$ cat src/rtl/esm_params.svh
`ifndef ESM_PARAMS_SVH
`define ESM_PARAMS_SVH

// ----------------------------------------
// timing
// ----------------------------------------
`define ESM_CLK_HZ 20000000
`define ESM_HOLD_MS 1000
`define ESM_HOLD_CYC ((`ESM_CLK_HZ / 1000) * `ESM_HOLD_MS)
`define ESM_STILL_MS 10
`define ESM_STILL_CYC ((`ESM_CLK_HZ / 1000) * `ESM_STILL_MS)

// ----------------------------------------
// register offsets
// ----------------------------------------
`define ESM_OFF_CTRL 8'h00
`define ESM_OFF_CMD 8'h04
`define ESM_OFF_STATUS 8'h08
`define ESM_OFF_IRQ_STAT 8'h0C
`define ESM_OFF_IRQ_MASK 8'h10
`define ESM_OFF_SPEED 8'h14
`define ESM_OFF_REF_MEAS 8'h18
`define ESM_OFF_POS 8'h1C

// ----------------------------------------
// field positions
// ----------------------------------------
`define ESM_CTRL_MODE_LSB 0
`define ESM_CTRL_SUPPLY 2
`define ESM_CTRL_TERM 3
`define ESM_CMD_CLR 0
`define ESM_ST_INDEX 0
`define ESM_ST_FAULT 1
`define ESM_ST_FMEM 2
`define ESM_ST_DIR 3
`define ESM_ST_MOVING 4
`define ESM_ST_OVER 5
`define ESM_ST_DIST 6
`define ESM_ST_AMP 7
`define ESM_IRQ_INDEX 0
`define ESM_IRQ_FAULT 1
`define ESM_IRQ_OVER 2
`define ESM_IRQ_DIST 3
`define ESM_IRQ_AMP 4
`define ESM_IRQ_REF 5
`define ESM_IRQ_W 6

// ----------------------------------------
// reset values
// ----------------------------------------
`define ESM_SPEED_RST 16'h0010
`define ESM_MASK_RST 6'h00

`endif

$ cat src/rtl/esm_pkg.sv
package esm_pkg;
  typedef enum logic [1:0] {
    ESM_MODE_IDLE,
    ESM_MODE_SIGNAL,
    ESM_MODE_REF,
    ESM_MODE_DIST
  } esm_mode_t;

  typedef enum logic {
    ESM_REF_WAIT,
    ESM_REF_HIGH
  } esm_ref_state_t;
endpackage : esm_pkg

$ cat src/rtl/esm_top.sv
// Contract
// [RULE1] A reference pulse lights the index-seen indicator for about one second.
// [RULE2] A fault-detection input that is asserted shows a fault indication.
// [RULE3] The fault-detection input is active low, so a floating low line is a fault.
// [RULE4] A fault line tied high always reads as no fault.
// [RULE5] Any fault event sets a sticky error memory that outlives the fault.
// [RULE6] The error memory clears only on a new mode or on the clear command.
// [RULE7] The encoder supply on/off setting is shown and set by software.
// [RULE8] The line termination enable is shown and set by software.
// [RULE9] Too fast a traverse in reference or distance-code checks flags overspeed and error; the code sets dist_err only in distance-code checks.
// [RULE10] Low amplitude while the encoder moves raises an amplitude error; the code raises it only when mode is not ESM_MODE_IDLE.
// [RULE11] Reference position and width are measured only while moving.
// [RULE12] Counting direction follows the phase order of the quadrature signals.
//
// The AHB-Lite slave port and the register offsets were decided locally.
`timescale 1ns/10ps
`include "esm_params.svh"
module esm_top #(
  parameter int unsigned HOLD_CYC = `ESM_HOLD_CYC,
  parameter int unsigned STILL_CYC = `ESM_STILL_CYC
) (
  // clock and reset
  input wire logic hclk,
  input wire logic hresetn,
  // ahb-lite slave
  input wire logic hsel,
  input wire logic [31:0] haddr,
  input wire logic [1:0] htrans,
  input wire logic hwrite,
  input wire logic [2:0] hsize,
  input wire logic [31:0] hwdata,
  input wire logic hready,
  output logic [31:0] hrdata,
  output logic hreadyout,
  output logic hresp,
  // encoder side
  input wire logic enc_a,
  input wire logic enc_b,
  input wire logic ref_pulse,
  input wire logic fault_detect_n,
  input wire logic amp_low,
  // indicators
  output logic index_seen,
  output logic fault_indicator,
  output logic encoder_supply_indicator,
  output logic termination_indicator,
  output logic dir_positive,
  output logic overspeed_flag,
  output logic irq
);
  import esm_pkg::*;

  localparam int SW = $clog2(STILL_CYC + 1);
  localparam logic [SW-1:0] STILL_LOAD = SW'(STILL_CYC);
  localparam logic [SW-1:0] STILL_ONE = SW'(1);
  localparam int IW = `ESM_IRQ_W;

  // ----------------------------------------
  // helpers
  // ----------------------------------------
  function automatic logic next_sticky(input logic cur, input logic set, input logic clr);
    next_sticky = set | (cur & ~clr);
  endfunction : next_sticky

  // ----------------------------------------
  // declarations
  // ----------------------------------------
  logic wr_pend;
  logic rd_pend;
  logic [7:0] ph_addr;
  esm_mode_t mode;
  logic [IW-1:0] irq_stat;
  logic [IW-1:0] irq_mask;
  logic [IW-1:0] irq_ev;
  logic [IW-1:0] irq_clr;
  logic [15:0] speed_limit;
  logic [15:0] gap_cnt;
  logic [SW-1:0] still_cnt;
  logic moving;
  logic [15:0] pos;
  logic [15:0] ref_pos;
  logic [15:0] ref_width;
  logic [15:0] width_cnt;
  esm_ref_state_t ref_state;
  logic ref_d;
  logic ref_rise;
  logic ref_fall;
  logic fault_live;
  logic fault_d;
  logic fault_mem;
  logic dist_err;
  logic amp_err;
  logic step;
  logic step_up;
  logic wr_ctrl;
  logic wr_cmd;
  logic new_mode;
  logic clr_cmd;
  logic err_clr;
  logic too_fast;
  logic amp_ev;
  logic ref_done;
  logic addr_ok;
  logic [31:0] rd_mux;

  // ----------------------------------------
  // submodules
  // ----------------------------------------
  esm_stretch #(
    .HOLD_CYC(HOLD_CYC)
  ) u_stretch (
    .hclk(hclk),
    .hresetn(hresetn),
    .trig(ref_rise), // [RULE1]
    .active(index_seen)
  );

  esm_quad u_quad (
    .hclk(hclk),
    .hresetn(hresetn),
    .enc_a(enc_a),
    .enc_b(enc_b),
    .step(step),
    .step_up(step_up),
    .dir_positive(dir_positive)
  );

  // ----------------------------------------
  // bus phase tracking
  // ----------------------------------------
  assign addr_ok = hsel && htrans[1] && hready;

  always_ff @(posedge hclk or negedge hresetn) begin
    if (!hresetn) begin
      wr_pend <= 1'b0;
      rd_pend <= 1'b0;
      ph_addr <= 8'h00;
      hreadyout <= 1'b1;
      hresp <= 1'b0;
    end else begin
      hresp <= 1'b0;
      if (rd_pend) begin
        rd_pend <= 1'b0;
        hreadyout <= 1'b1;
      end else if (addr_ok) begin
        wr_pend <= hwrite;
        rd_pend <= !hwrite;
        hreadyout <= hwrite;
        ph_addr <= {haddr[7:2], 2'b00};
      end else if (hready) begin
        wr_pend <= 1'b0;
      end
    end
  end

  assign wr_ctrl = wr_pend && (ph_addr == `ESM_OFF_CTRL);
  assign wr_cmd = wr_pend && (ph_addr == `ESM_OFF_CMD);
  assign new_mode = wr_ctrl && (hwdata[`ESM_CTRL_MODE_LSB +: 2] != mode);
  assign clr_cmd = wr_cmd && hwdata[`ESM_CMD_CLR];
  assign err_clr = new_mode || clr_cmd;
  assign irq_clr = (wr_pend && ph_addr == `ESM_OFF_IRQ_STAT) ? hwdata[IW-1:0] : '0;

  // ----------------------------------------
  // control registers
  // ----------------------------------------
  always_ff @(posedge hclk or negedge hresetn) begin
    if (!hresetn) begin
      mode <= ESM_MODE_IDLE;
      encoder_supply_indicator <= 1'b0;
      termination_indicator <= 1'b0;
    end else if (wr_ctrl) begin
      mode <= esm_mode_t'(hwdata[`ESM_CTRL_MODE_LSB +: 2]);
      encoder_supply_indicator <= hwdata[`ESM_CTRL_SUPPLY]; // [RULE7]
      termination_indicator <= hwdata[`ESM_CTRL_TERM]; // [RULE8]
    end
  end

  always_ff @(posedge hclk or negedge hresetn) begin
    if (!hresetn) begin
      irq_mask <= `ESM_MASK_RST;
      speed_limit <= `ESM_SPEED_RST;
    end else if (wr_pend) begin
      if (ph_addr == `ESM_OFF_IRQ_MASK) begin
        irq_mask <= hwdata[IW-1:0];
      end
      if (ph_addr == `ESM_OFF_SPEED) begin
        speed_limit <= hwdata[15:0];
      end
    end
  end

  // ----------------------------------------
  // fault detection and error memory
  // ----------------------------------------
  assign fault_live = !fault_detect_n; // [RULE3] [RULE4]

  always_ff @(posedge hclk or negedge hresetn) begin
    if (!hresetn) begin
      fault_d <= 1'b0;
      fault_mem <= 1'b0;
      fault_indicator <= 1'b0;
    end else begin
      fault_d <= fault_live;
      fault_mem <= next_sticky(fault_mem, fault_live, err_clr); // [RULE5] [RULE6]
      fault_indicator <= fault_live || fault_mem; // [RULE2] [RULE5]
    end
  end

  // ----------------------------------------
  // motion and speed
  // ----------------------------------------
  assign moving = (still_cnt != '0);
  assign too_fast = step && (gap_cnt < speed_limit)
                    && (mode == ESM_MODE_REF || mode == ESM_MODE_DIST);

  always_ff @(posedge hclk or negedge hresetn) begin
    if (!hresetn) begin
      gap_cnt <= 16'hFFFF;
      still_cnt <= '0;
      pos <= 16'h0000;
    end else begin
      if (step) begin
        gap_cnt <= 16'h0000;
        still_cnt <= STILL_LOAD;
        pos <= step_up ? pos + 16'h0001 : pos - 16'h0001;
      end else begin
        if (gap_cnt != 16'hFFFF) begin
          gap_cnt <= gap_cnt + 16'h0001;
        end
        if (still_cnt != '0) begin
          still_cnt <= still_cnt - STILL_ONE;
        end
      end
    end
  end

  // ----------------------------------------
  // overspeed, distance-code and amplitude errors
  // ----------------------------------------
  assign amp_ev = amp_low && moving && (mode != ESM_MODE_IDLE);

  always_ff @(posedge hclk or negedge hresetn) begin
    if (!hresetn) begin
      overspeed_flag <= 1'b0;
      dist_err <= 1'b0;
      amp_err <= 1'b0;
    end else begin
      overspeed_flag <= next_sticky(overspeed_flag, too_fast, err_clr); // [RULE9]
      dist_err <= next_sticky(dist_err, too_fast && mode == ESM_MODE_DIST, err_clr); // [RULE9]
      amp_err <= next_sticky(amp_err, amp_ev, err_clr); // [RULE10]
    end
  end

  // ----------------------------------------
  // reference mark measurement
  // ----------------------------------------
  assign ref_rise = ref_pulse && !ref_d;
  assign ref_fall = !ref_pulse && ref_d;
  assign ref_done = (ref_state == ESM_REF_HIGH) && ref_fall && moving;

  always_ff @(posedge hclk or negedge hresetn) begin
    if (!hresetn) begin
      ref_d <= 1'b0;
      ref_state <= ESM_REF_WAIT;
      ref_pos <= 16'h0000;
      ref_width <= 16'h0000;
      width_cnt <= 16'h0000;
    end else begin
      ref_d <= ref_pulse;
      unique case (ref_state)
        ESM_REF_WAIT: begin
          if (ref_rise && moving) begin // [RULE11]
            ref_pos <= pos;
            width_cnt <= 16'h0000;
            ref_state <= ESM_REF_HIGH;
          end
        end
        ESM_REF_HIGH: begin
          if (!moving) begin // [RULE11]
            ref_state <= ESM_REF_WAIT;
          end else if (ref_fall) begin
            ref_width <= width_cnt;
            ref_state <= ESM_REF_WAIT;
          end else if (step) begin
            width_cnt <= width_cnt + 16'h0001;
          end
        end
      endcase
    end
  end

  // ----------------------------------------
  // interrupt status and output
  // ----------------------------------------
  always_comb begin
    irq_ev = '0;
    irq_ev[`ESM_IRQ_INDEX] = ref_rise;
    irq_ev[`ESM_IRQ_FAULT] = fault_live && !fault_d;
    irq_ev[`ESM_IRQ_OVER] = too_fast;
    irq_ev[`ESM_IRQ_DIST] = too_fast && (mode == ESM_MODE_DIST);
    irq_ev[`ESM_IRQ_AMP] = amp_ev;
    irq_ev[`ESM_IRQ_REF] = ref_done;
  end

  always_ff @(posedge hclk or negedge hresetn) begin
    if (!hresetn) begin
      irq_stat <= '0;
      irq <= 1'b0;
    end else begin
      irq_stat <= irq_ev | (irq_stat & ~irq_clr);
      irq <= |((irq_ev | (irq_stat & ~irq_clr)) & irq_mask);
    end
  end

  // ----------------------------------------
  // read data
  // ----------------------------------------
  always_comb begin
    rd_mux = 32'h0000_0000;
    unique case (ph_addr)
      `ESM_OFF_CTRL: begin
        rd_mux[`ESM_CTRL_MODE_LSB +: 2] = mode;
        rd_mux[`ESM_CTRL_SUPPLY] = encoder_supply_indicator;
        rd_mux[`ESM_CTRL_TERM] = termination_indicator;
      end
      `ESM_OFF_STATUS: begin
        rd_mux[`ESM_ST_INDEX] = index_seen;
        rd_mux[`ESM_ST_FAULT] = fault_live;
        rd_mux[`ESM_ST_FMEM] = fault_mem;
        rd_mux[`ESM_ST_DIR] = dir_positive;
        rd_mux[`ESM_ST_MOVING] = moving;
        rd_mux[`ESM_ST_OVER] = overspeed_flag;
        rd_mux[`ESM_ST_DIST] = dist_err;
        rd_mux[`ESM_ST_AMP] = amp_err;
      end
      `ESM_OFF_IRQ_STAT: rd_mux[IW-1:0] = irq_stat;
      `ESM_OFF_IRQ_MASK: rd_mux[IW-1:0] = irq_mask;
      `ESM_OFF_SPEED: rd_mux[15:0] = speed_limit;
      `ESM_OFF_REF_MEAS: rd_mux = {ref_width, ref_pos};
      `ESM_OFF_POS: rd_mux[15:0] = pos;
      default: rd_mux = 32'h0000_0000;
    endcase
  end

  always_ff @(posedge hclk or negedge hresetn) begin
    if (!hresetn) begin
      hrdata <= 32'h0000_0000;
    end else if (rd_pend) begin
      hrdata <= rd_mux;
    end
  end
endmodule : esm_top

$ cat src/rtl/esm_stretch.sv
`timescale 1ns/10ps
module esm_stretch #(
  parameter int unsigned HOLD_CYC = 20000000
) (
  // clock and reset
  input wire logic hclk,
  input wire logic hresetn,
  // trigger and stretched level
  input wire logic trig,
  output logic active
);
  localparam int CW = $clog2(HOLD_CYC + 1);
  localparam logic [CW-1:0] LOAD = CW'(HOLD_CYC);
  localparam logic [CW-1:0] ONE = CW'(1);

  logic [CW-1:0] cnt;

  // ----------------------------------------
  // hold counter, retriggerable
  // ----------------------------------------
  always_ff @(posedge hclk or negedge hresetn) begin
    if (!hresetn) begin
      cnt <= '0;
      active <= 1'b0;
    end else if (trig) begin
      cnt <= LOAD;
      active <= 1'b1;
    end else if (cnt != '0) begin
      cnt <= cnt - ONE;
      active <= (cnt != ONE);
    end
  end
endmodule : esm_stretch

$ cat src/rtl/esm_quad.sv
`timescale 1ns/10ps
module esm_quad (
  // clock and reset
  input wire logic hclk,
  input wire logic hresetn,
  // quadrature inputs
  input wire logic enc_a,
  input wire logic enc_b,
  // decoded step and direction
  output logic step,
  output logic step_up,
  output logic dir_positive
);
  logic prev_a;
  logic prev_b;
  logic one_change;
  logic up;

  assign one_change = (enc_a ^ prev_a) ^ (enc_b ^ prev_b);
  assign up = prev_a ^ enc_b;

  // ----------------------------------------
  // phase order decode
  // ----------------------------------------
  always_ff @(posedge hclk or negedge hresetn) begin
    if (!hresetn) begin
      prev_a <= 1'b0;
      prev_b <= 1'b0;
      step <= 1'b0;
      step_up <= 1'b0;
      dir_positive <= 1'b1;
    end else begin
      prev_a <= enc_a;
      prev_b <= enc_b;
      step <= one_change;
      step_up <= up;
      if (one_change) begin
        dir_positive <= up; // [RULE12]
      end
    end
  end
endmodule : esm_quad

$ cat config.mk
export PLATFORM = sky130hd
export DESIGN_NAME = esm_top
export DESIGN_NICKNAME = d
export VERILOG_FILES = /design/src/rtl/esm_pkg.sv /design/src/rtl/esm_top.sv /design/src/rtl/esm_stretch.sv /design/src/rtl/esm_quad.sv
export VERILOG_INCLUDE_DIRS = /design/src /design/src/rtl
export SDC_FILE = /design/constraint.sdc
export NUM_CORES = 1
export LEC_CHECK = 0
export CAP_MARGIN = 30
export CORE_MARGIN = 8
export CORE_UTILIZATION = 48
export DETAILED_ROUTE_END_ITERATION = 10
export DONT_BUFFER_PORTS = 1
export SLEW_MARGIN = 20
export SYNTH_ARGS = -nofsm -noshare
export SYNTH_HDL_FRONTEND = slang
export SYNTH_SLANG_ARGS = --single-unit
$ cat constraint.sdc
create_clock -name hclk -period 5.6 [get_ports hclk]
set_clock_uncertainty 0.05 [all_clocks]
set_input_delay 1.4 -clock hclk [delete_from_list [all_inputs] [get_ports hclk]]
set_output_delay 1.4 -clock hclk [all_outputs]
set_load 0.01 [all_outputs]
Word-level counts from Yosys, hierarchy flattened
Index checks and enable logic that the tools add are counted.
W data, S select, Z words.
- register bits: 211
- bits of input ports: 79
- add/sub/neg operators: 6
- order comparisons: 1
- equal/unequal tests: 16
- multiplexer cells: 30
- bitwise operators: 19
- reduce and logical (&&, ||, !) cells: 43
- operators by type and width (cell ; count):
    $mux W16 ; 8
    $mux W25 ; 2
    $add A16 B1 Y16 const B ; 3
    $mux W18 ; 2
    $pmux W16 S2 ; 1
    $pmux W4 S7 ; 1
    $ne A25 B1 Y1 const B ; 1
    $reduce_bool A25 Y1 ; 1
    $sub A25 B1 Y25 const B ; 1
    $eq A6 B3 Y1 const B ; 4
    $pmux W8 S3 ; 1
    $logic_and A1 B1 Y1 ; 18
    $reduce_bool A18 Y1 ; 1
    $sub A18 B1 Y18 const B ; 1
    $lt A16 B16 Y1 ; 1
    $ne A16 B16 Y1 const B ; 1
    $sub A16 B1 Y16 const B ; 1
    $and A6 B6 Y6 ; 2
    $eq A6 B2 Y1 const B ; 2
    $pmux W2 S6 ; 1
    $reduce_bool A2 Y1 ; 6
    $mux W1 ; 11
    $reduce_and A2 Y1 ; 5
    $logic_not A8 Y1 ; 1
    other kinds (19) ; 39

Longest topological paths before layout
Gate-level depths: netlist (run 1).
- word-level depth: 8
- gate-level depth with buffers: 10

Hierarchy
Synthesis (run 1) repeated with hierarchy kept, for this count alone.
- cells, all modules: 994
- area, all modules: 10710.3 um^2
- by module, submodules not included (module ; times used ; cells an instance ; area each (um^2) ; sequential area each (um^2)):
    esm_top ; 1 ; 832 ; 9073.7 ; 4526.8
    esm_stretch ; 1 ; 153 ; 1465.2 ; 650.6
    esm_quad ; 1 ; 9 ; 171.4 ; 126.4

Least setup slack after synthesis (run 1)
No wires, ideal clock.
- path kind: input to register
- start point: in ref_pulse
- end point: reg ref_width[10]
- setup time: 125 ps
- arrival time: 2772 ps
- required time: 5425 ps
- path slack: 2653 ps
- stages: 3
- buffers on the path: 1
- path through: nor3_1 clkbuf_1 mux2_2
- word-level cells in the longest chain between the ends: 3
- ends and longest elaborated chain (element ; RTL line ; text):
    from (decl) ; esm_top.sv:39 ; input wire logic ref_pulse,
    $logic_not A1 Y1 ; esm_top.sv:258 ; assign ref_fall = !ref_pulse && ref_d;
    $logic_and A1 B1 Y1 ; esm_top.sv:258 ;
    $reduce_and A3 Y1 (no source line) ; n/a ;
    to (signal assigned) ; esm_top.sv:282 ; ref_width <= width_cnt;
    to (decl) ; esm_top.sv:82 ; logic [15:0] ref_width;
No other way between the ends.
A chain may end at the register's enable or synchronous reset.

Final worst setup path (run 1)
- start point: reg u_quad.step_up
- end point: reg pos[14]
- word-level cells in the longest chain between the ends: 1
- ends and longest elaborated chain (element ; RTL line ; text):
    from (decl) ; esm_quad.sv:11 ; output logic step_up,
    from (signal assigned) ; esm_quad.sv:36 ; step_up <= up;
    $mux W16 ; esm_top.sv:225 ; pos <= step_up ? pos + 16'h0001 : pos - 16'h0001;
    to (signal assigned) ; esm_top.sv:225 ;
    to (decl) ; esm_top.sv:80 ; logic [15:0] pos;
No other way between the ends.

==> reports/results.txt, run 1 <==
setup bufs post-CTS = 0
total CTS buffers = 24
Worst Tran Pin Value = 0.9159 ns
NumNets Final = 1096
most crowded layer after global routing = met2
root buffer cell = clkbuf_16
Congestion Overflow GR = 0
I/O Buffers = 0
power per standard cell area = 420.3 mW/mm^2
P_leak = 4.964 nW
Sink Count = 211
post-place setup slack = 2.150 ns
CP endpoint kind = flop
Largest Register = hrdata
post-synth top area cell = dfrtp_1
register area share after synthesis = 50.45%
TritonCTS clock tree = yes
Tcrit/Tclk final = 55.12%
CP bufs+invs = 1
crit path cell chain = inv_1 > ha_1 > a211oi_1 > o21a_1 > o31ai_1 > or3b_2 > a21oi_1 > xnor2_1 > mux2_2
diodes inserted = 0
crit-path max cell delay = 0.47 ns
switching part of the total = 31.59%
Filler cells = 1935
GR Util met3 = 4.787%
H-tree levels = 1
total number of vias = 7180
Max-Cap Viols = 0
crit path max-delay cell type = inv_1
die width = 164.0 um
maximum clock rate = 324.0 MHz
EDFF count, synth = 0
PnR worst setup slack = 2.513 ns
final-report hold violation count = 0
Worst Hold Class = reg -> reg
Comb pwr share = 26.4%
YS warnings = 0
Setup-failing EPs final = 0
Total GRT Usage = 17.26%
initial core utilization = 48.47%
final slew viol count = 0
CTS Hold Bufs = 0
drt first pass iters = 4
#FFs+latches synth = 211
CTS max path bufs = 3
Post-Syn Instances = 986
PostCTS Resize Cnt = 0
Placed Area = 0.01078 mm^2
Die H = 164.0 um
Setup crit start kind = flop
Sequential Power Share = 42.6%
final instance area = 0.01157 mm^2
RSZ-0062 raised after global routing = no
Post-synth top flop = dfrtp_1
Distinct cells, synth = 70
CP Launch Point = u_quad.step_up
Largest regs = hrdata x32, u_stretch.cnt x25, still_cnt x18
largest net degree at the start of global routing = 212
hpwl dp = 15.52 mm
Net Count, Synth = 1100
hold_sp = fault_d
Int Power = 0.003327 W
Util after Layout = 53.35%
setup TNS = 0 ns
Core Footprint = 0.02169 mm^2
post-synth top area share = 45.70%
CP delay by family, top = compound AO/OA/AOI/OAI gates
crit path DAT = 3.43 ns
Slew Limit Headroom = 38.81%
Layout area overhead = 10.06%
syn avg cell area = 10.66 um^2
starting DRC count in detailed routing = 427
crit path kind = reg -> reg
clock share of power = 31.0%
gpl congestion = 0.7890
Largest register FFs = 32
FP Rows = 54
Psw = 0.001536 W
ys async rst share = 100.0%
Tot Pwr = 0.004863 W
GR Util met2 = 27.95%
number of global-route vias before repair = 7260
Synth area leaders = dfrtp_1 46%, mux2_2 8.7%, dfstp_2 4.7%
Mapped Area = 0.01051 mm^2
first-pass GRT wire length = 37.85 mm
Antenna Nets Post-Route = 0
layout cells sized above 1 = 16.50%
Worst VDD drop = 0.3176 mV
Top-Level Pins = 120
r2r startpoint = u_quad.step_up
Worst Path Required = 5.95 ns
status = finished clean
Final min period = 3.087 ns
Critical Path Fanout Max = 17
routed len/inst = 17.81 um
Reg clk slew, reported paths = 0.06 ns
WL final = 22.80 mm
antenna violations before repair = 3
vias per cell = 5.609
GR Util met1 = 22.51%
# DRC = 0
die area = 0.02689 mm^2
clk_lat worst skew = 0.51 ns
==> Yosys cell counts (11+ instances only) <==
| library cell | count |
|---|---|
| dfrtp_1 | 192 |
| nor2_1 | 93 |
| mux2_2 | 81 |
| nand2_1 | 78 |
| nand3_1 | 39 |
| o21ai_0 | 39 |
| a21oi_1 | 37 |
| clkbuf_1 | 36 |
| inv_1 | 35 |
| ha_1 | 34 |
| xor2_1 | 34 |
| o2bb2ai_1 | 33 |
| xnor2_1 | 33 |
| dfstp_2 | 19 |
| nand4_1 | 19 |
| nor3_1 | 17 |
| a21o_1 | 13 |
| or3_1 | 12 |
| a22oi_1 | 11 |
| and3_1 | 11 |
==> final cells by class <==
type | count | area [um^2] | share of cell area, %
Clock inverter | 10 | 60.06 | 0.5191
Sequential cell | 211 | 5305 | 45.85
Multi-Input combinational cell | 698 | 4923 | 42.55
Clock buffer | 34 | 709.4 | 6.132
Tap cell | 280 | 350.3 | 3.028
Inverter | 36 | 135.1 | 1.168
Timing Repair Buffer | 11 | 86.33 | 0.7462
==> power by group through the flow <==
stage	clock network, W	registers, W	logic, W
global route	0.00161	0.00212	0.00146
detailed placement	0	0.00210	0.00128
floorplan	0	0.00200	0.00109
global placement	0	0.00210	0.00127
CTS	0.00155	0.00208	0.00129
finish	0.00151	0.00207	0.00128
==> placed cells by master, fill, tap and decap left out, drive strengths merged, types with 5 or more instances in the layout <==
master   instances
dfrtp          192
nor2            93
mux2            81
nand2           78
o21ai           39
nand3           39
a21oi           37
inv             35
xor2            34
ha              34
clkbuf          34
o2bb2ai         33
xnor2           33
nand4           19
dfstp           19
nor3            17
a21o            13
or3             13
and3            11
a22oi           11
buf             11
nand2b           9
mux2i            9
nor2b            7
clkinv           7
nor4             6
a211oi           6
o211ai           5
a31oi            5
a22o             5
==> worst register-to-register path, cell delays in order, from the launching register on <==
cell and delay (ns):
dfrtp_1 0.40, inv_1 0.47, ha_1 0.41, a211oi_1 0.33, o21a_1 0.21, o31ai_1 0.12, or3b_2 0.47, a21oi_1 0.18
xnor2_1 0.08, mux2_2 0.25
==> routing by layer <==
metal	wire length (um)	vias up
met2	10520	119
met5	34	-
met4	541	6
li1	-	3507
met3	1356	47
met1	10340	3501
==> stage by stage <==
step	hold slack, ns	instances
floorplan	0.3709	986
global placement	0.3842	1234
detailed placement	0.3910	1234
CTS	0.4026	1278
global route	0.4278	1280
finish	0.4012	1280
==> cell families (layout without fill, tap and decap cells) <==
family | after synthesis | count (layout) | synth area share (%)
flops | 211 | 211 | 50.45
fa+ha+maj | 36 | 36 | 4.332
compound gates | 179 | 179 | 11.63
simple gates | 323 | 323 | 15.20
other cells | 1 | 1 | 0.03567
mux | 92 | 92 | 9.962
buf+inv | 77 | 91 | 2.809
xor+xnor | 67 | 67 | 5.582
==> path summary, 6_finish.rpt <==
| kind | cells past startpoint | to | slack, ns |
|---|---|---|---|
| min reg2reg | 1 | irq_stat[1] | 0.40 |
| min | 1 | irq_stat[1] | 0.40 |
| max reg2reg | 9 | pos[14] | 2.51 |
| max | 9 | pos[14] | 2.51 |
| max in group asynchronous | 0 | gap_cnt[8] | 4.64 |
| min in group asynchronous | 0 | u_stretch.cnt[17] | 0.53 |
Note: power is estimated with default switching activity, not from simulation.
==> inputs of run 2 (changes only) <==
- PLACE_DENSITY: unset -> 0.65
- clock period: 5.6 -> 2.5 ns (I/O delays scaled with it)
==> run 2 against run 1 <==
Against the previous run: the flow now finishes with violations (hold timing, setup timing); sequential cell count unchanged; combinational power grew to 3.1 times the previous value; global-route usage is 0.60 points higher; sequential share of layout area is 3.7 points lower; non-clock buffer count increased by 60; hold slack worse by 0.65 ns; cell count grew 4.8%; first-iteration DRC count increased by 23%; critical path type unchanged; critical endpoint is now u_stretch.cnt[19]; largest cell class unchanged.
==> reports/results.txt, run 2 (same netlist as run 1, synthesis figures left out) <==
Worst VDD drop = 0.6041 mV
root buffer cell = clkbuf_16
Congestion Overflow GR = 0
Critical Path Fanout Max = 5
Hold Worst Slack = -0.2528 ns
initial core utilization = 48.47%
Worst Hold Class = in -> async
I/O Buffers = 0
routed len/inst = 18.12 um
Layout area overhead = 19.78%
Worst Path Required = 2.85 ns
Largest register FFs = 32
clk_lat worst skew = 0.52 ns
WL final = 24.32 mm
violated checks = hold timing, setup timing
power per standard cell area = 1010 mW/mm^2
largest net degree at the start of global routing = 212
die width = 164.0 um
H-tree levels = 1
Worst Tran Pin Value = 0.5185 ns
antenna violations before repair = 1
number of global-route vias before repair = 7532
first-pass GRT wire length = 39.30 mm
NumNets Final = 1157
commonest non-fill, non-tap cells in the layout = 191 x dfrtp_1, 88 x nor2_1, 80 x mux2_2
hpwl dp = 16.09 mm
post-route insts no fill = 1342
Sink Count = 211
PnR worst setup slack = -0.1360 ns
dpl cells = 1288
Setup-failing EPs final = 12
Largest regs = hrdata x32, u_stretch.cnt x25, still_cnt x18
vias per cell = 5.645
gpl congestion = 0.8269
final-report hold violation count = 192
Core Footprint = 0.02169 mm^2
FP Rows = 54
Slew Limit Headroom = 65.33%
Max-Cap Viols = 0
die area = 0.02689 mm^2
Setup crit start kind = flop
Antenna Nets Post-Route = 0
P_leak = 5.404 nW
starting DRC count in detailed routing = 525
TritonCTS clock tree = yes
maximum clock rate = 379.4 MHz
diodes inserted = 0
commonest non-fill, non-tap cell in the layout = dfrtp_1
Tcrit/Tclk final = 105.4%
total number of vias = 7575
Final min period = 2.636 ns
drt first pass iters = 5
setup TNS = -0.9432 ns
Total GRT Usage = 17.86%
crit path DAT = 2.99 ns
Top-Level Pins = 120
CTS max path bufs = 3
layout cells sized above 1 = 25.42%
# DRC = 0
status = finished with violations
post-place setup slack = -0.1857 ns
crit path kind = reg -> reg
Largest Register = hrdata
Die H = 164.0 um
total CTS buffers = 25
RSZ-0062 raised after global routing = yes
final slew viol count = 0
CP endpoint kind = flop
Reg clk slew, reported paths = 0.06 ns
==> run 2: cell types whose count changed in the layout (fill, tap and decap cells not counted), moves of 6 or more <==
cell       delta
bufinv_16     +7
nor3_2        +6
nor3_1        -6
o21ai_0       -7
a21oi_1       -6
buf_4        +50
buf_6         +8
==> run 2: metal layers <==
metal,GRT usage (%),up-vias,wire [um]
li1,-,3635,-
met1,23.48,3733,10560
met2,29.19,158,11520
met3,4.286,47,1620
met4,4.587,2,603
met5,0,-,10
==> run 2: per-stage QoR <==
stage	total power, W	util [%]	cell area (um^2)
CTS	0.01231	56.54	12260
global placement	0.007927	51.82	11240
floorplan	0.006981	-	10550
detailed placement	0.008023	51.86	11250
global route	0.01346	58.06	12590
finish	0.01271	58.06	12590
==> run 2: path summary, 6_finish.rpt <==
| kind | end | slack (ns) | depth (start not counted) | start |
|---|---|---|---|---|
| worst max-delay path | u_stretch.cnt[19] | -0.14 | 9 | u_stretch.cnt[11] |
| worst min-delay path | u_stretch.cnt[15] | -0.25 | 0 | hresetn |
| worst max register to register | u_stretch.cnt[19] | -0.14 | 9 | u_stretch.cnt[11] |
| worst min register to register | irq_stat[1] | 0.43 | 1 | fault_d |
| max in group asynchronous | gap_cnt[12] | 2.22 | 0 | hresetn |
| min in group hclk | ref_d | 0.08 | 0 | ref_pulse |
==> run 2: critical path: stages, from the launching register on <==
cell and delay [ns]:
dfrtp_1 0.37, or4_4 0.53, or4b_4 0.50, buf_6 0.14
and4bb_2 0.29, a211o_1 0.17, buf_6 0.14, or4_4 0.12
xor2_1 0.15, nor2_1 0.06
==> run 2: final cells by class <==
type | count | area [um^2]
Fill cell | 1786 | 9096
Sequential cell | 211 | 5305
Multi-Input combinational cell | 698 | 5266
Clock buffer | 33 | 685.7
Timing Repair Buffer | 71 | 591.8
Tap cell | 280 | 350.3
Clock inverter | 13 | 254.0
Inverter | 36 | 138.9
==> run 2: timing repair <==
| item | in CTS | in global routing |
|---|---|---|
| hold endpoints to repair | 211 | 211 |
| endpoints found under the setup margin | 21 | 34 |
| pin swaps | 9 | 31 |
| gates resized for setup | 14 | 59 |
| buffers inserted | 1 | 9 |
==> run 2: power by group <==
group,switching (W),total (W),internal [W],leakage (nW)
Clock,0.00146,0.00412,0.00266,0.451
Combinational,0.00188,0.00393,0.00205,2.40
Sequential,0.000616,0.00466,0.00405,2.55
Total,0.00395,0.0127,0.00876,5.40
